File: src/shared/qlc_defines.svh
// Offsets, field positions, reset values and codes of the control registers
`ifndef QLC_DEFINES_SVH
`define QLC_DEFINES_SVH

// ----------------------------------------------------------------
// Register offsets
// ----------------------------------------------------------------
`define QLC_ADDR_MONITOR_POINT_SELECT    8'h0B
`define QLC_ADDR_DIGITAL_LOOPBACK_ENABLE 8'h0C
`define QLC_ADDR_LOSS_ALARM_CRITERIA     8'h0D
`define QLC_ADDR_AUTO_ALL_ONES_SELECT    8'h0E
`define QLC_ADDR_GLOBAL_CONTROL          8'h0F
`define QLC_ADDR_PATH_STATUS             8'h1F

// ----------------------------------------------------------------
// Widths and reset values
// ----------------------------------------------------------------
`define QLC_CHANNELS     4
`define QLC_CHAN_RESET   4'h0
`define QLC_GLOBAL_RESET 7'h00
`define QLC_READ_ZERO    8'h00

// ----------------------------------------------------------------
// Global control field positions
// ----------------------------------------------------------------
`define QLC_GC_ATTEN_ENABLE  0
`define QLC_GC_ATTEN_PATH    1
`define QLC_GC_ATTEN_CORNER  2
`define QLC_GC_ATTEN_DEPTH   3
`define QLC_GC_LINE_CODE     4
`define QLC_GC_SHORT_DISABLE 5
`define QLC_GC_RX_ALARM      6

// ----------------------------------------------------------------
// Pulse shape length code that means E1
// ----------------------------------------------------------------
`define QLC_LEN_E1 3'h0

`endif

File: src/shared/qlc_pkg.sv
// Types shared by the control register bank
`default_nettype none

package qlc_pkg;

    typedef enum logic [1:0] {
        QLC_ATTEN_OFF = 2'b00,
        QLC_ATTEN_TX  = 2'b01,
        QLC_ATTEN_RX  = 2'b10
    } qlc_atten_pos_t;

    typedef enum logic {
        QLC_MODE_T1 = 1'b0,
        QLC_MODE_E1 = 1'b1
    } qlc_mode_t;

    // Enable bit low disables regardless of the path bit
    function automatic qlc_atten_pos_t qlc_atten_decode(
        input logic enableBit,
        input logic pathBit
    );
        if (!enableBit) begin
            return QLC_ATTEN_OFF;
        end
        return pathBit ? QLC_ATTEN_RX : QLC_ATTEN_TX;
    endfunction

endpackage

`default_nettype wire

File: src/shared/qlc_chan_if.sv
// Interface between the register bank and the channel data path
`default_nettype none

interface qlc_chan_if #(
    parameter int CHANNELS = 4
);
    logic [CHANNELS-1:0] loopEn;
    logic [CHANNELS-1:0] autoOnesEn;
    logic                aisInsertEn;
    logic                dataRecovery;
    logic [CHANNELS-1:0] sendingOnes;
    logic [CHANNELS-1:0] insertingAis;

    modport ctrl (
        output loopEn,
        output autoOnesEn,
        output aisInsertEn,
        output dataRecovery,
        input  sendingOnes,
        input  insertingAis
    );

    modport path (
        input  loopEn,
        input  autoOnesEn,
        input  aisInsertEn,
        input  dataRecovery,
        output sendingOnes,
        output insertingAis
    );
endinterface

`default_nettype wire

File: src/core/qlc_channel_path.sv
// Per-channel loopback, all-ones and receive alarm selection
`default_nettype none

module qlc_channel_path #(
    parameter int CHANNELS = 4
) (
    input  wire logic                clk,
    input  wire logic                srst,
    qlc_chan_if.path                 cfg,
    input  wire logic [CHANNELS-1:0] losDetect,
    input  wire logic [CHANNELS-1:0] txPos,
    input  wire logic [CHANNELS-1:0] txNeg,
    input  wire logic [CHANNELS-1:0] txClk,
    input  wire logic [CHANNELS-1:0] lineRxPos,
    input  wire logic [CHANNELS-1:0] lineRxNeg,
    input  wire logic [CHANNELS-1:0] lineRxClk,
    output logic      [CHANNELS-1:0] next_rxPos,
    output logic      [CHANNELS-1:0] next_rxNeg,
    output logic      [CHANNELS-1:0] next_rxClk,
    output logic      [CHANNELS-1:0] next_lineTxPos,
    output logic      [CHANNELS-1:0] next_lineTxNeg
);
    // Mark polarity runs on the system clock, never on transmit clock
    logic markPhase;

    always_ff @(posedge clk) begin
        if (srst) begin
            markPhase <= 1'b0;
        end else begin
            markPhase <= ~markPhase;
        end
    end

    always_comb begin
        cfg.sendingOnes  = cfg.autoOnesEn & losDetect;
        cfg.insertingAis = (cfg.aisInsertEn && !cfg.dataRecovery) ?
                           losDetect : '0;
        for (int i = 0; i < CHANNELS; i++) begin
            // Continuous marks, alternating polarity
            if (cfg.sendingOnes[i]) begin
                next_lineTxPos[i] = markPhase;
                next_lineTxNeg[i] = ~markPhase;
            end else begin
                next_lineTxPos[i] = txPos[i];
                next_lineTxNeg[i] = txNeg[i];
            end
            if (cfg.loopEn[i]) begin
                next_rxPos[i] = txPos[i];
                next_rxNeg[i] = txNeg[i];
                next_rxClk[i] = txClk[i];
            end else if (cfg.insertingAis[i]) begin
                next_rxPos[i] = markPhase;
                next_rxNeg[i] = ~markPhase;
                next_rxClk[i] = lineRxClk[i];
            end else begin
                next_rxPos[i] = lineRxPos[i];
                next_rxNeg[i] = lineRxNeg[i];
                next_rxClk[i] = lineRxClk[i];
            end
        end
    end
endmodule

`default_nettype wire

File: src/core/qlc_control_regs.sv
// Control register bank of a quad line interface with channel paths
//
// Design decision made here: strobed register access.
`include "qlc_defines.svh"
`default_nettype none

// What this block does
// Monitor register low nibble picks the observed monitoring point.
// Each loopback bit enables digital loopback on its channel.
// Loopback returns transmit pair and clock on receive outputs.
// In T1 the criteria bits are ignored; T1 standard detection used.
// In E1 a criteria bit of one selects ETSI, zero G.775 LOS.
// Criteria bit zero gives alarm detection valid for ETSI and ITU.
// T1 or E1 mode comes from the pulse shape length code.
// Auto all-ones bit makes its channel send ones on loss of signal.
// Software writes zero to upper auto all-ones bits.
// Two select bits place the attenuator on transmit, receive or off.
// Global bit 2 chooses the attenuator corner frequency.
// Global bit 3 chooses a 32 or 64 bit attenuator FIFO.
// Global bit 4 chooses zero suppression code or plain AMI.
// Global bit 5 set disables transmit short-circuit protection.
// Global bit 6 inserts receive alarm on loss of signal.
// Receive alarm insertion is off in data recovery mode.
// Software masks alarm interrupts before changing insertion bit.
// All these registers clear to zero on reset.
// All ones means a continuous stream of marks on the line.
// Loss of signal is the channel monitor's valid detection.
// Reserved bits read zero and writes to them do nothing.
module qlc_control_regs #(
    parameter int CHANNELS = `QLC_CHANNELS
) (
    input  wire logic                clk,
    input  wire logic                srst,
    input  wire logic [7:0]          regAddr,
    input  wire logic [7:0]          regWrData,
    input  wire logic                regWr,
    input  wire logic                regRd,
    output logic      [7:0]          regRdData,
    input  wire logic [2:0]          pulseShapeDataLen,
    input  wire logic                masterClkHigh,
    input  wire logic [CHANNELS-1:0] losDetect,
    input  wire logic [CHANNELS-1:0] transmitPositiveData,
    input  wire logic [CHANNELS-1:0] transmitNegativeData,
    input  wire logic [CHANNELS-1:0] transmitClock,
    input  wire logic [CHANNELS-1:0] lineRxPos,
    input  wire logic [CHANNELS-1:0] lineRxNeg,
    input  wire logic [CHANNELS-1:0] lineRxClk,
    output logic      [CHANNELS-1:0] receivePositiveData,
    output logic      [CHANNELS-1:0] receiveNegativeData,
    output logic      [CHANNELS-1:0] receiveClock,
    output logic      [CHANNELS-1:0] lineTxPos,
    output logic      [CHANNELS-1:0] lineTxNeg,
    output logic      [3:0]          monitorSelect,
    output logic      [1:0]          attenuatorPosition,
    output logic                     attenuatorCorner,
    output logic                     attenuatorDepth64,
    output logic                     lineCodeAmi,
    output logic                     shortProtectEnable,
    output logic                     losT1Standard,
    output logic      [CHANNELS-1:0] losEtsiSelect,
    output logic      [CHANNELS-1:0] aisDualCompliant
);

    // ------------------------------------------------------------
    // Register storage
    // ------------------------------------------------------------
    logic [3:0]          monitorSelectField;
    logic [CHANNELS-1:0] loopbackChannelBits;
    logic [CHANNELS-1:0] criteriaChannelBits;
    logic [CHANNELS-1:0] autoOnesChannelBits;
    logic [6:0]          globalControl;

    // ------------------------------------------------------------
    // Derived state
    // ------------------------------------------------------------
    qlc_pkg::qlc_mode_t      lineMode;
    qlc_pkg::qlc_atten_pos_t next_attenPos;
    logic [CHANNELS-1:0]     next_rxPos;
    logic [CHANNELS-1:0]     next_rxNeg;
    logic [CHANNELS-1:0]     next_rxClk;
    logic [CHANNELS-1:0]     next_lineTxPos;
    logic [CHANNELS-1:0]     next_lineTxNeg;
    logic [7:0]              next_regRdData;

    qlc_chan_if #(.CHANNELS(CHANNELS)) chanCfg ();

    // ------------------------------------------------------------
    // Write decode
    // ------------------------------------------------------------
    function automatic logic wrHit(
        input logic       wr,
        input logic [7:0] addr,
        input logic [7:0] target
    );
        return wr && (addr == target);
    endfunction

    always_ff @(posedge clk) begin
        if (srst) begin
            monitorSelectField <= 4'h0;
        end else if (wrHit(regWr, regAddr,
                           `QLC_ADDR_MONITOR_POINT_SELECT)) begin
            monitorSelectField <= regWrData[3:0];
        end
    end

    always_ff @(posedge clk) begin
        if (srst) begin
            loopbackChannelBits <= `QLC_CHAN_RESET;
        end else if (wrHit(regWr, regAddr,
                           `QLC_ADDR_DIGITAL_LOOPBACK_ENABLE)) begin
            loopbackChannelBits <= regWrData[CHANNELS-1:0];
        end
    end

    always_ff @(posedge clk) begin
        if (srst) begin
            criteriaChannelBits <= `QLC_CHAN_RESET;
        end else if (wrHit(regWr, regAddr,
                           `QLC_ADDR_LOSS_ALARM_CRITERIA)) begin
            criteriaChannelBits <= regWrData[CHANNELS-1:0];
        end
    end

    // Upper nibble is not stored, so a nonzero write is harmless
    always_ff @(posedge clk) begin
        if (srst) begin
            autoOnesChannelBits <= `QLC_CHAN_RESET;
        end else if (wrHit(regWr, regAddr,
                           `QLC_ADDR_AUTO_ALL_ONES_SELECT)) begin
            autoOnesChannelBits <= regWrData[CHANNELS-1:0];
        end
    end

    always_ff @(posedge clk) begin
        if (srst) begin
            globalControl <= `QLC_GLOBAL_RESET;
        end else if (wrHit(regWr, regAddr,
                           `QLC_ADDR_GLOBAL_CONTROL)) begin
            globalControl <= regWrData[6:0];
        end
    end

    // ------------------------------------------------------------
    // Read path
    // ------------------------------------------------------------
    always_comb begin
        next_regRdData = `QLC_READ_ZERO;
        case (regAddr)
            `QLC_ADDR_MONITOR_POINT_SELECT: begin
                next_regRdData[3:0] = monitorSelectField;
            end
            `QLC_ADDR_DIGITAL_LOOPBACK_ENABLE: begin
                next_regRdData[CHANNELS-1:0] = loopbackChannelBits;
            end
            `QLC_ADDR_LOSS_ALARM_CRITERIA: begin
                next_regRdData[CHANNELS-1:0] = criteriaChannelBits;
            end
            `QLC_ADDR_AUTO_ALL_ONES_SELECT: begin
                next_regRdData[CHANNELS-1:0] = autoOnesChannelBits;
            end
            `QLC_ADDR_GLOBAL_CONTROL: begin
                next_regRdData[6:0] = globalControl;
            end
            `QLC_ADDR_PATH_STATUS: begin
                next_regRdData[3:0] = chanCfg.sendingOnes;
                next_regRdData[7:4] = chanCfg.insertingAis;
            end
            default: begin
                next_regRdData = `QLC_READ_ZERO;
            end
        endcase
    end

    // Data shows only in the cycle after a read strobe
    always_ff @(posedge clk) begin
        if (srst) begin
            regRdData <= `QLC_READ_ZERO;
        end else if (regRd) begin
            regRdData <= next_regRdData;
        end else begin
            regRdData <= `QLC_READ_ZERO;
        end
    end

    // ------------------------------------------------------------
    // Line mode and loss criteria
    // ------------------------------------------------------------
    assign lineMode = (pulseShapeDataLen == `QLC_LEN_E1) ?
                      qlc_pkg::QLC_MODE_E1 : qlc_pkg::QLC_MODE_T1;

    always_ff @(posedge clk) begin
        if (srst) begin
            losT1Standard <= 1'b0;
        end else begin
            losT1Standard <= (lineMode == qlc_pkg::QLC_MODE_T1);
        end
    end

    always_ff @(posedge clk) begin
        if (srst) begin
            losEtsiSelect    <= '0;
            aisDualCompliant <= '0;
        end else if (lineMode == qlc_pkg::QLC_MODE_E1) begin
            losEtsiSelect    <= criteriaChannelBits;
            aisDualCompliant <= ~criteriaChannelBits;
        end else begin
            losEtsiSelect    <= '0;
            aisDualCompliant <= '0;
        end
    end

    // ------------------------------------------------------------
    // Global settings
    // ------------------------------------------------------------
    assign next_attenPos = qlc_pkg::qlc_atten_decode(
        globalControl[`QLC_GC_ATTEN_ENABLE],
        globalControl[`QLC_GC_ATTEN_PATH]);

    always_ff @(posedge clk) begin
        if (srst) begin
            monitorSelect <= 4'h0;
        end else begin
            monitorSelect <= monitorSelectField;
        end
    end

    always_ff @(posedge clk) begin
        if (srst) begin
            attenuatorPosition <= qlc_pkg::QLC_ATTEN_OFF;
        end else begin
            attenuatorPosition <= next_attenPos;
        end
    end

    always_ff @(posedge clk) begin
        if (srst) begin
            attenuatorCorner <= 1'b0;
        end else begin
            attenuatorCorner <=
                globalControl[`QLC_GC_ATTEN_CORNER];
        end
    end

    always_ff @(posedge clk) begin
        if (srst) begin
            attenuatorDepth64 <= 1'b0;
        end else begin
            attenuatorDepth64 <=
                globalControl[`QLC_GC_ATTEN_DEPTH];
        end
    end

    always_ff @(posedge clk) begin
        if (srst) begin
            lineCodeAmi <= 1'b0;
        end else begin
            lineCodeAmi <=
                globalControl[`QLC_GC_LINE_CODE];
        end
    end

    always_ff @(posedge clk) begin
        if (srst) begin
            shortProtectEnable <= 1'b1;
        end else begin
            shortProtectEnable <=
                ~globalControl[`QLC_GC_SHORT_DISABLE];
        end
    end

    // ------------------------------------------------------------
    // Channel paths
    // ------------------------------------------------------------
    assign chanCfg.loopEn       = loopbackChannelBits;
    assign chanCfg.autoOnesEn   = autoOnesChannelBits;
    assign chanCfg.aisInsertEn  =
        globalControl[`QLC_GC_RX_ALARM];
    assign chanCfg.dataRecovery = masterClkHigh;

    qlc_channel_path #(
        .CHANNELS (CHANNELS)
    ) chanPath (
        .clk            (clk),
        .srst           (srst),
        .cfg            (chanCfg),
        .losDetect      (losDetect),
        .txPos          (transmitPositiveData),
        .txNeg          (transmitNegativeData),
        .txClk          (transmitClock),
        .lineRxPos      (lineRxPos),
        .lineRxNeg      (lineRxNeg),
        .lineRxClk      (lineRxClk),
        .next_rxPos     (next_rxPos),
        .next_rxNeg     (next_rxNeg),
        .next_rxClk     (next_rxClk),
        .next_lineTxPos (next_lineTxPos),
        .next_lineTxNeg (next_lineTxNeg)
    );

    // All-ones sending keeps running while a channel loops back; loopback wins over receive alarm insertion
    always_ff @(posedge clk) begin
        if (srst) begin
            receivePositiveData <= '0;
        end else begin
            receivePositiveData <= next_rxPos;
        end
    end

    always_ff @(posedge clk) begin
        if (srst) begin
            receiveNegativeData <= '0;
        end else begin
            receiveNegativeData <= next_rxNeg;
        end
    end

    always_ff @(posedge clk) begin
        if (srst) begin
            receiveClock <= '0;
        end else begin
            receiveClock <= next_rxClk;
        end
    end

    always_ff @(posedge clk) begin
        if (srst) begin
            lineTxPos <= '0;
        end else begin
            lineTxPos <= next_lineTxPos;
        end
    end

    always_ff @(posedge clk) begin
        if (srst) begin
            lineTxNeg <= '0;
        end else begin
            lineTxNeg <= next_lineTxNeg;
        end
    end

endmodule

`default_nettype wire

File: config.mk
export PLATFORM = sky130hd
export DESIGN_NAME = qlc_control_regs
export DESIGN_NICKNAME = d
export VERILOG_FILES = /design/src/shared/qlc_pkg.sv /design/src/shared/qlc_chan_if.sv /design/src/core/qlc_channel_path.sv /design/src/core/qlc_control_regs.sv
export VERILOG_INCLUDE_DIRS = /design/src /design/src/shared
export SDC_FILE = /design/constraint.sdc
export NUM_CORES = 1
export LEC_CHECK = 0
export BUFFER_PORTS_ARGS = -buffer_cell sky130_fd_sc_hd__buf_4
export CORE_MARGIN = 5
export CORE_UTILIZATION = 40
export DETAILED_ROUTE_END_ITERATION = 8
export GPL_ROUTABILITY_DRIVEN = 0
export GPL_TIMING_DRIVEN = 0
export PLACE_DENSITY = 0.66
export SLEW_MARGIN = 20
export SYNTH_ARGS = -nofsm -noshare
export SYNTH_HDL_FRONTEND = slang
export SYNTH_SLANG_ARGS = --single-unit
File: constraint.sdc
create_clock -name clk -period 1.64 [get_ports clk]
set_clock_uncertainty 0.1 [all_clocks]
set_input_delay 0.164 -clock clk [delete_from_list [all_inputs] [get_ports clk]]
set_output_delay 0.164 -clock clk [all_outputs]
set_load 0.005 [all_outputs]
---- Word-level counts from Yosys, hierarchy flattened ----
Index checks and enable logic that the tools add are counted.
W data, S select, Z words.
word-level totals
  register bits ........................... 71
  input bits .............................. 52
  word-level logic and storage cells ...... 81
  output and inout port bits .............. 47
operators by class
  equality and inequality tests ........... 6
  bitwise operators ....................... 8
  reductions and logical operators ........ 12
  multiplexer cells ....................... 33
operator list
  operator              count
  $eq A8 B4 Y1 const B  5
  $mux W1               29
  $pmux W4 S6           1
  $eq A8 B5 Y1 const B  1
  $logic_and A1 B1 Y1   6
  $not A1 Y1            6
  $pmux W3 S2           1
  $reduce_or A2 Y1      3
  $and A4 B4 Y4         1
  $mux W4               1
  $not A4 Y4            1
  $logic_not A3 Y1      1
  $reduce_or A3 Y1      1
  $mux W2               1
  $logic_not A1 Y1      1

---- Logic depth before layout (Yosys ltp) ----
Gate-level depths: netlist (run 1).
  depth in word-level cells ............... 5
  depth in mapped cells ................... 4

---- Modules after synthesis ----
Synthesis (run 1) repeated with hierarchy kept, for this count alone.
second synthesis, totals
  cell total of the unflattened synthesis .. 287
  area, all modules ....................... 2897.8 um^2
modules (own cells, without submodules)
  module            times used  seq. area each (um^2)  cells an instance  area an instance (um^2)
  qlc_control_regs  1           1401.3                 222                2476.1
  qlc_channel_path  1           20.0                   65                 421.7

---- Worst setup path after synthesis (run 1) ----
No wires, ideal clock.
  kind .................................... in2reg
  from .................................... input regAddr[5]
  to ...................................... register loopbackChannelBits[0] (netlist: chanCfg.loopEn[0])
  data required time ...................... 1418 ps
  slack ................................... -7 ps
  stages .................................. 4
  arrival ................................. 1424 ps
  buffers on the path ..................... 1
  cell sequence ........................... or4b_4 or4_1 buf_2 mux2i_1
on the way
  longest elaborated chain between the ends .. 2
ends and longest elaborated chain
  element               line                     RTL
  from (decl)           qlc_control_regs.sv:34   input wire logic [7:0] regAddr,
  $eq A8 B4 Y1          qlc_control_regs.sv:95   return wr && (addr == target);
  $logic_and A1 B1 Y1   qlc_control_regs.sv:95
  to (signal assigned)  qlc_control_regs.sv:109  loopbackChannelBits <= `QLC_CHAN_RESET;
  to (signal assigned)  qlc_control_regs.sv:112  loopbackChannelBits <= regWrData[CHANNELS-1:0];
  to (decl)             qlc_control_regs.sv:68   logic [CHANNELS-1:0] loopbackChannelBits;
No other way between the ends.
A chain may end at the register's enable or synchronous reset.

---- Worst setup path after layout (run 1) ----
  from .................................... input regAddr[5]
  to ...................................... register loopbackChannelBits[3] (netlist: chanCfg.loopEn[3])
Same word-level chain as after synthesis.

==> results of run 1 <==
path summary, 6_finish.rpt:
check	to	cells past startpoint	slack [ns]	startpoint
worst min-delay path	lineTxPos[1]	3	0.01	losDetect[1]
worst min register to register	shortProtectEnable	1	0.34	globalControl[5]
worst max-delay path	chanCfg.loopEn[3]	5	0.1	regAddr[5]
worst max register to register	receiveClock[3]	3	0.16	chanCfg.loopEn[3]
sequential cells by signal (all words and copies together), names as in the netlist:
| register | count |
|---|---|
| autoOnesChannelBits | 4 |
| losEtsiSelect | 4 |
| attenuatorCorner | 1 |
| monitorSelectField | 4 |
| globalControl | 7 |
| aisDualCompliant | 4 |
| receiveNegativeData | 4 |
| receiveClock | 4 |
| lineTxPos | 4 |
| lineTxNeg | 4 |
| losT1Standard | 1 |
| receivePositiveData | 4 |
| chanPath.markPhase | 1 |
| shortProtectEnable | 1 |
| chanCfg.loopEn | 4 |
| monitorSelect | 4 |
| attenuatorPosition | 2 |
| criteriaChannelBits | 4 |
| attenuatorDepth64 | 1 |
| lineCodeAmi | 1 |
| regRdData | 8 |
stage by stage:
stage	cells	area (um^2)	total power, uW
final	507	4060	3610
after floorplan	280	2800	1910
after global placement	472	3640	2100
after CTS	507	4060	3620
after global routing	507	4060	3740
after detailed placement	472	3640	2100
power by group:
group          switching (uW)  internal, uW  total, uW
combinational             146           193        339
sequential               9.39          1760       1770
clock                     618           885       1500
total                     773          2830       3610
repair_timing:
action | 4_1_cts | 5_1_grt
endpoints found under the setup margin | 1 | 2
gates cloned | 0 | 0
hold endpoints to repair | 16 | 0
resized for setup | 1 | 2
hold buffers | 20 | 0
cell families after synthesis:
kind of cell	share of synthesized area, %
buf+inv	3.53
simple gates	21.9
flops	50.8
compound gates	6.89
mux	16.9
layer usage:
layer	share of wire [%]	GRT usage [%]	routed length, um
met5	0	0	0
met1	45	23.5	3530
met2	48	29.1	3730
met3	5.2	4.42	406
met4	1.5	6.50	116
critical path, stage by stage:
cell     delay, ns
buf_4         0.12
or4b_4        0.57
or4_1         0.49
buf_2         0.18
mux2i_1       0.13
synth_stat cells:
master,number
dfxtp_1,71
mux2i_1,46
nor2_1,26
nand2b_1,25
inv_1,13
clkbuf_1,11
nand2_1,11
a21oi_1,9
a211oi_1,8
nor2b_1,7
nand3b_1,6
o21ai_0,6
and2_1,5
nand3_1,5
and4_1,4
nor3b_1,4
o22a_1,4
nand4_1,3
o31ai_1,3
nand4b_1,2
nor4_1,2
and3b_1,1
buf_1,1
buf_2,1
mux2_2,1
nor3_1,1
nor4b_2,1
or3b_2,1
or4_1,1
or4b_4,1
layout by cell type, fill, tap and decap left out:
cell	count
nor2b_1	7
buf_4	96
dfxtp_1	71
buf_2	1
nor4_1	2
inv_1	13
o31ai_1	3
nor3_1	1
or3b_2	1
or4_1	1
nor3b_1	4
a211oi_1	8
nor4b_4	1
buf_1	1
nand3b_1	6
or4b_4	1
clkinv_2	2
and2_1	5
dlygate4sd3_1	20
clkbuf_1	11
nand2_1	11
nand3_1	5
clkbuf_8	10
mux2_2	1
mux2i_1	46
and3b_1	1
bufinv_16	2
nand4b_1	2
o22a_1	4
nand2b_1	25
a21oi_1	9
clkbuf_2	1
nor2_1	26
nand4_1	3
and4_1	4
o21ai_0	6
area by class of cell:
class / count / area, um^2 / area share (%)
sequential: 71 / 1420 / 35.0
multi-input combinational: 183 / 1290 / 31.7
timing repair buffer: 116 / 921 / 22.7
clock buffer: 11 / 141 / 3.48
tap: 96 / 120 / 2.96
clock inverter: 4 / 70.1 / 1.73
buffer: 13 / 51.3 / 1.26
inverter: 13 / 48.8 / 1.20
==> impl_metrics.yaml, run 1 <==
run_status:
  status: "finished, final reports clean"
routing:
  vias: 2449
  drt_wl_total_um: 7780
  wl_per_cell_um: 15.3
  vias_per_cell: 4.83
  ant_nets: 0
  first_iter_violations: 116
  remaining_drc_errors: 0
  drtPass1Iterations: 4
clock_network:
  cts.sinks: 71
  numCtsBuffers: 9
  root_buffer: "clkbuf_8"
  cts_max_level: 3
  clk_latency_ns: 0.34
  cts_buffer_depth: 2
  cts.clk_slew.worst_paths_ns: 0.07
  postCtsSetupBuffers: 0
  cts_tree: "built"
floorplan:
  core_area_mm2: 0.00679
  initial_utilization_pct: 41.2
  io_pins: 99
  die_w_um: 93.6
  die_area_mm2: 0.00877
  die_h_um: 93.6
  std_cell_rows: 30
grt:
  grt_max_degree: 12
  grt_pass1_wl_um: 12200
  grt_overflow: 0
  antenna_found_initial: 0
  grt_usage_pct: 18.0
  grt_pass1_vias: 2460
power_and_ir_drop:
  p_leak_uw: 0.00192
  powerDensity_mw_per_mm2: 888
  ir_drop_mv: 0.395
finish:
  diodes: 0
  drive_gt1_share_pct: 28.2
  syn2layout_area_growth_pct: 45.1
  num-fill-cells: 618
  final_util_pct: 59.8
  finalNetCount: 459
setup_path:
  worstPathArrival_ns: 1.66
  critPathKind: "in -> reg"
  cp-start-kind: "input port"
  end_kind: "flop"
  worst-path-max-fanout: 4
  required_ns: 1.76
run:
  maxCapViolCount: 0
sta:
  setup-tns-final_ns: 0
  grt_setup_unrepaired: "false"
  fin_ws_ns: 0.0994
  tightest_slew_ns: 0.586
  slew_headroom_pct: 60.9
  period_share_pct: 93.9
  final_hold_viol_count: 0
  max_freq_mhz: 649
  period_minus_slack_ns: 1.54
  holdWs_ns: 0.0142
  slew_viol_final: 0
  setup_violations: 0
worst_hold_path:
  hold_path_class: "in -> reg"
logic_synthesis:
  seq_area_frac_synth_pct: 50.8
  synth_cells: 280
  synth_cell_types: 30
  yosysWarnings: 0
  yosysTopAreaCell: "dfxtp_1"
  avgSynthCellArea_um2: 9.99
  syn_nets: 332
  synthTopCellsByArea: "dfxtp_1, mux2i_1, nand2b_1, nor2_1, a211oi_1"
  synth-seq-cells: 71
  synth_area_mm2: 0.00280
  yosysTopAreaCellShare_pct: 50.8
placed_design:
  place_ws_ns: -0.401
  hpwl_um: 5770
  portBuffers: 96
Note: power is estimated with default switching activity, not from simulation.
==> run 2: changes to the inputs <==
- CORE_MARGIN: 5 -> unset
==> run 2 against run 1 <==
Net effect: clock power fell by 22%; combinational power barely moved; maximum frequency fell by 1.5%; worst hold slack gained 0.0068 ns; non-clock buffer count stayed put; sequential power about the same; critical path type unchanged.
==> impl_metrics.yaml, run 2 (synthesized netlist as in run 1, its figures left out) <==
sta:
  slew_viol_final: 0
  period_share_pct: 95.3
  slew_headroom_pct: 61.3
  setup_violations: 0
  period_minus_slack_ns: 1.56
  max_freq_mhz: 640
  final_hold_viol_count: 0
  tightest_slew_ns: 0.580
  holdWs_ns: 0.0210
  grt_setup_unrepaired: "false"
  fin_ws_ns: 0.0765
floorplan:
  die_area_mm2: 0.00733
  std_cell_rows: 30
  die_w_um: 85.6
  core_area_mm2: 0.00676
  die_h_um: 85.6
  io_pins: 99
  initial_utilization_pct: 41.4
clock_network:
  cts_tree: "built"
  cts_max_level: 3
  clk_latency_ns: 0.34
  cts.sinks: 71
  cts_buffer_depth: 2
  root_buffer: "clkbuf_8"
  cts.clk_slew.worst_paths_ns: 0.07
  numCtsBuffers: 9
routing:
  remaining_drc_errors: 0
  drtPass1Iterations: 4
  vias_per_cell: 4.97
  wl_per_cell_um: 15.7
  vias: 2430
  ant_nets: 0
  drt_wl_total_um: 7670
  first_iter_violations: 125
setup_path:
  critPathKind: "in -> reg"
  worstPathArrival_ns: 1.68
  required_ns: 1.75
  worst-path-max-fanout: 4
  cp-endpoint: "chanCfg.loopEn[2]"
  cp-start-kind: "input port"
  reg2reg_to: "receiveClock[2]"
  r2r_cells: 3
  end_kind: "flop"
  rrSetupSlack_ns: 0.15
  startpoint: "regAddr[5]"
  r2r_start: "chanCfg.loopEn[2]"
grt:
  grt_overflow: 0
  grt_max_degree: 11
  antenna_found_initial: 0
  grt_pass1_wl_um: 12100
  grt_usage_pct: 22.0
  grt_pass1_vias: 2378
worst_hold_path:
  hold_path_class: "in -> reg"
finish:
  largest_reg_flops: 8
  num-fill-cells: 614
  drive_gt1_share_pct: 28.1
  syn2layout_area_growth_pct: 42.4
  final_common_cell: "buf_4"
  regMostFlops: "regRdData"
  layout.cells.most_common_list: "buf_4, dfxtp_1, mux2i_1, nor2_1, nand2b_1"
  reg_top3: "regRdData (8), globalControl (7)"
  finalNetCount: 459
  diodes: 0
placed_design:
  place_ws_ns: -0.359
  portBuffers: 96
  hpwl_um: 5460
power_and_ir_drop:
  swShare_pct: 23.3
  p_int_uw: 2510
  p_clk_share_pct: 35.6
  p_sw_uw: 762
  ir_drop_mv: 0.432
  powerDensity_mw_per_mm2: 821
  power_frac_comb_pct: 10.4
  power_frac_seq_pct: 53.9
  total_power_uw: 3270
  p_leak_uw: 0.00189
run:
  maxCapViolCount: 0
run_status:
  status: "finished, final reports clean"
## run 2: cell type report
cell class              count  area, um^2  share of cell area [%]
repair buffers            116         921                    23.1
multi-input cells         183        1290                    32.4
clock buffers              11         141                    3.55
clock inverters             2        10.0                   0.251
inverters                  13        48.8                    1.22
flip-flops and latches     71        1420                    35.7
well taps                  80         100                    2.51
plain buffers              13        51.3                    1.29
## run 2: worst max-delay path: stages
cell	delay [ns]
buf_4	0.12
or4b_4	0.57
or4_1	0.51
buf_2	0.18
mux2i_1	0.12
## run 2: metal layers
metal | share of wire [%] | track usage (%) | vias to the layer above
met2 | 48 | 36.5 | 73
met4 | 1.8 | 7.88 | 0
met5 | 0 | 0 | -
li1 | - | - | 1221
met1 | 44 | 28.2 | 1124
met3 | 5.8 | 4.91 | 12
## run 2: timing repair
item	in CTS	in global routing
pin swaps	0	0
resized for setup	1	3
hold buffers	20	0
setup buffers	0	0
setup endpoints to repair	1	10
endpoints found under the hold margin	15	0
## run 2: worst min path at each step
| stage | to | startpoint | depth (start not counted) |
|---|---|---|---|
| after floorplan | losT1Standard | pulseShapeDataLen[2] | 2 |
| after global placement | receiveClock[0] | lineRxClk[0] | 3 |
| after detailed placement | receiveClock[3] | lineRxClk[3] | 3 |
| after CTS | lineTxPos[1] | losDetect[1] | 3 |
| after global routing | lineTxPos[1] | losDetect[1] | 3 |
| final | lineTxPos[3] | losDetect[3] | 3 |
## run 2: metrics by stage
| stage | instances | util, % | TNS (ns) | cell area, um^2 |
|---|---|---|---|---|
| after CTS | 489 | 58.9 | 0 | 3980 |
| final | 489 | 59.0 | 0 | 3990 |
| after detailed placement | 456 | 53.6 | -8.10 | 3620 |
| after floorplan | 280 | - | -0.0260 | 2800 |
| after global placement | 456 | 53.6 | -7.90 | 3620 |
| after global routing | 489 | 59.0 | 0 | 3990 |
## run 2: power groups by stage
stage	Sequential [uW]	Clock, uW	Combinational (uW)
finish	1770	1170	342
global route	1770	1250	369
CTS	1770	1180	338
detailed placement	1800	0	298
global placement	1800	0	294
floorplan	1810	0	105
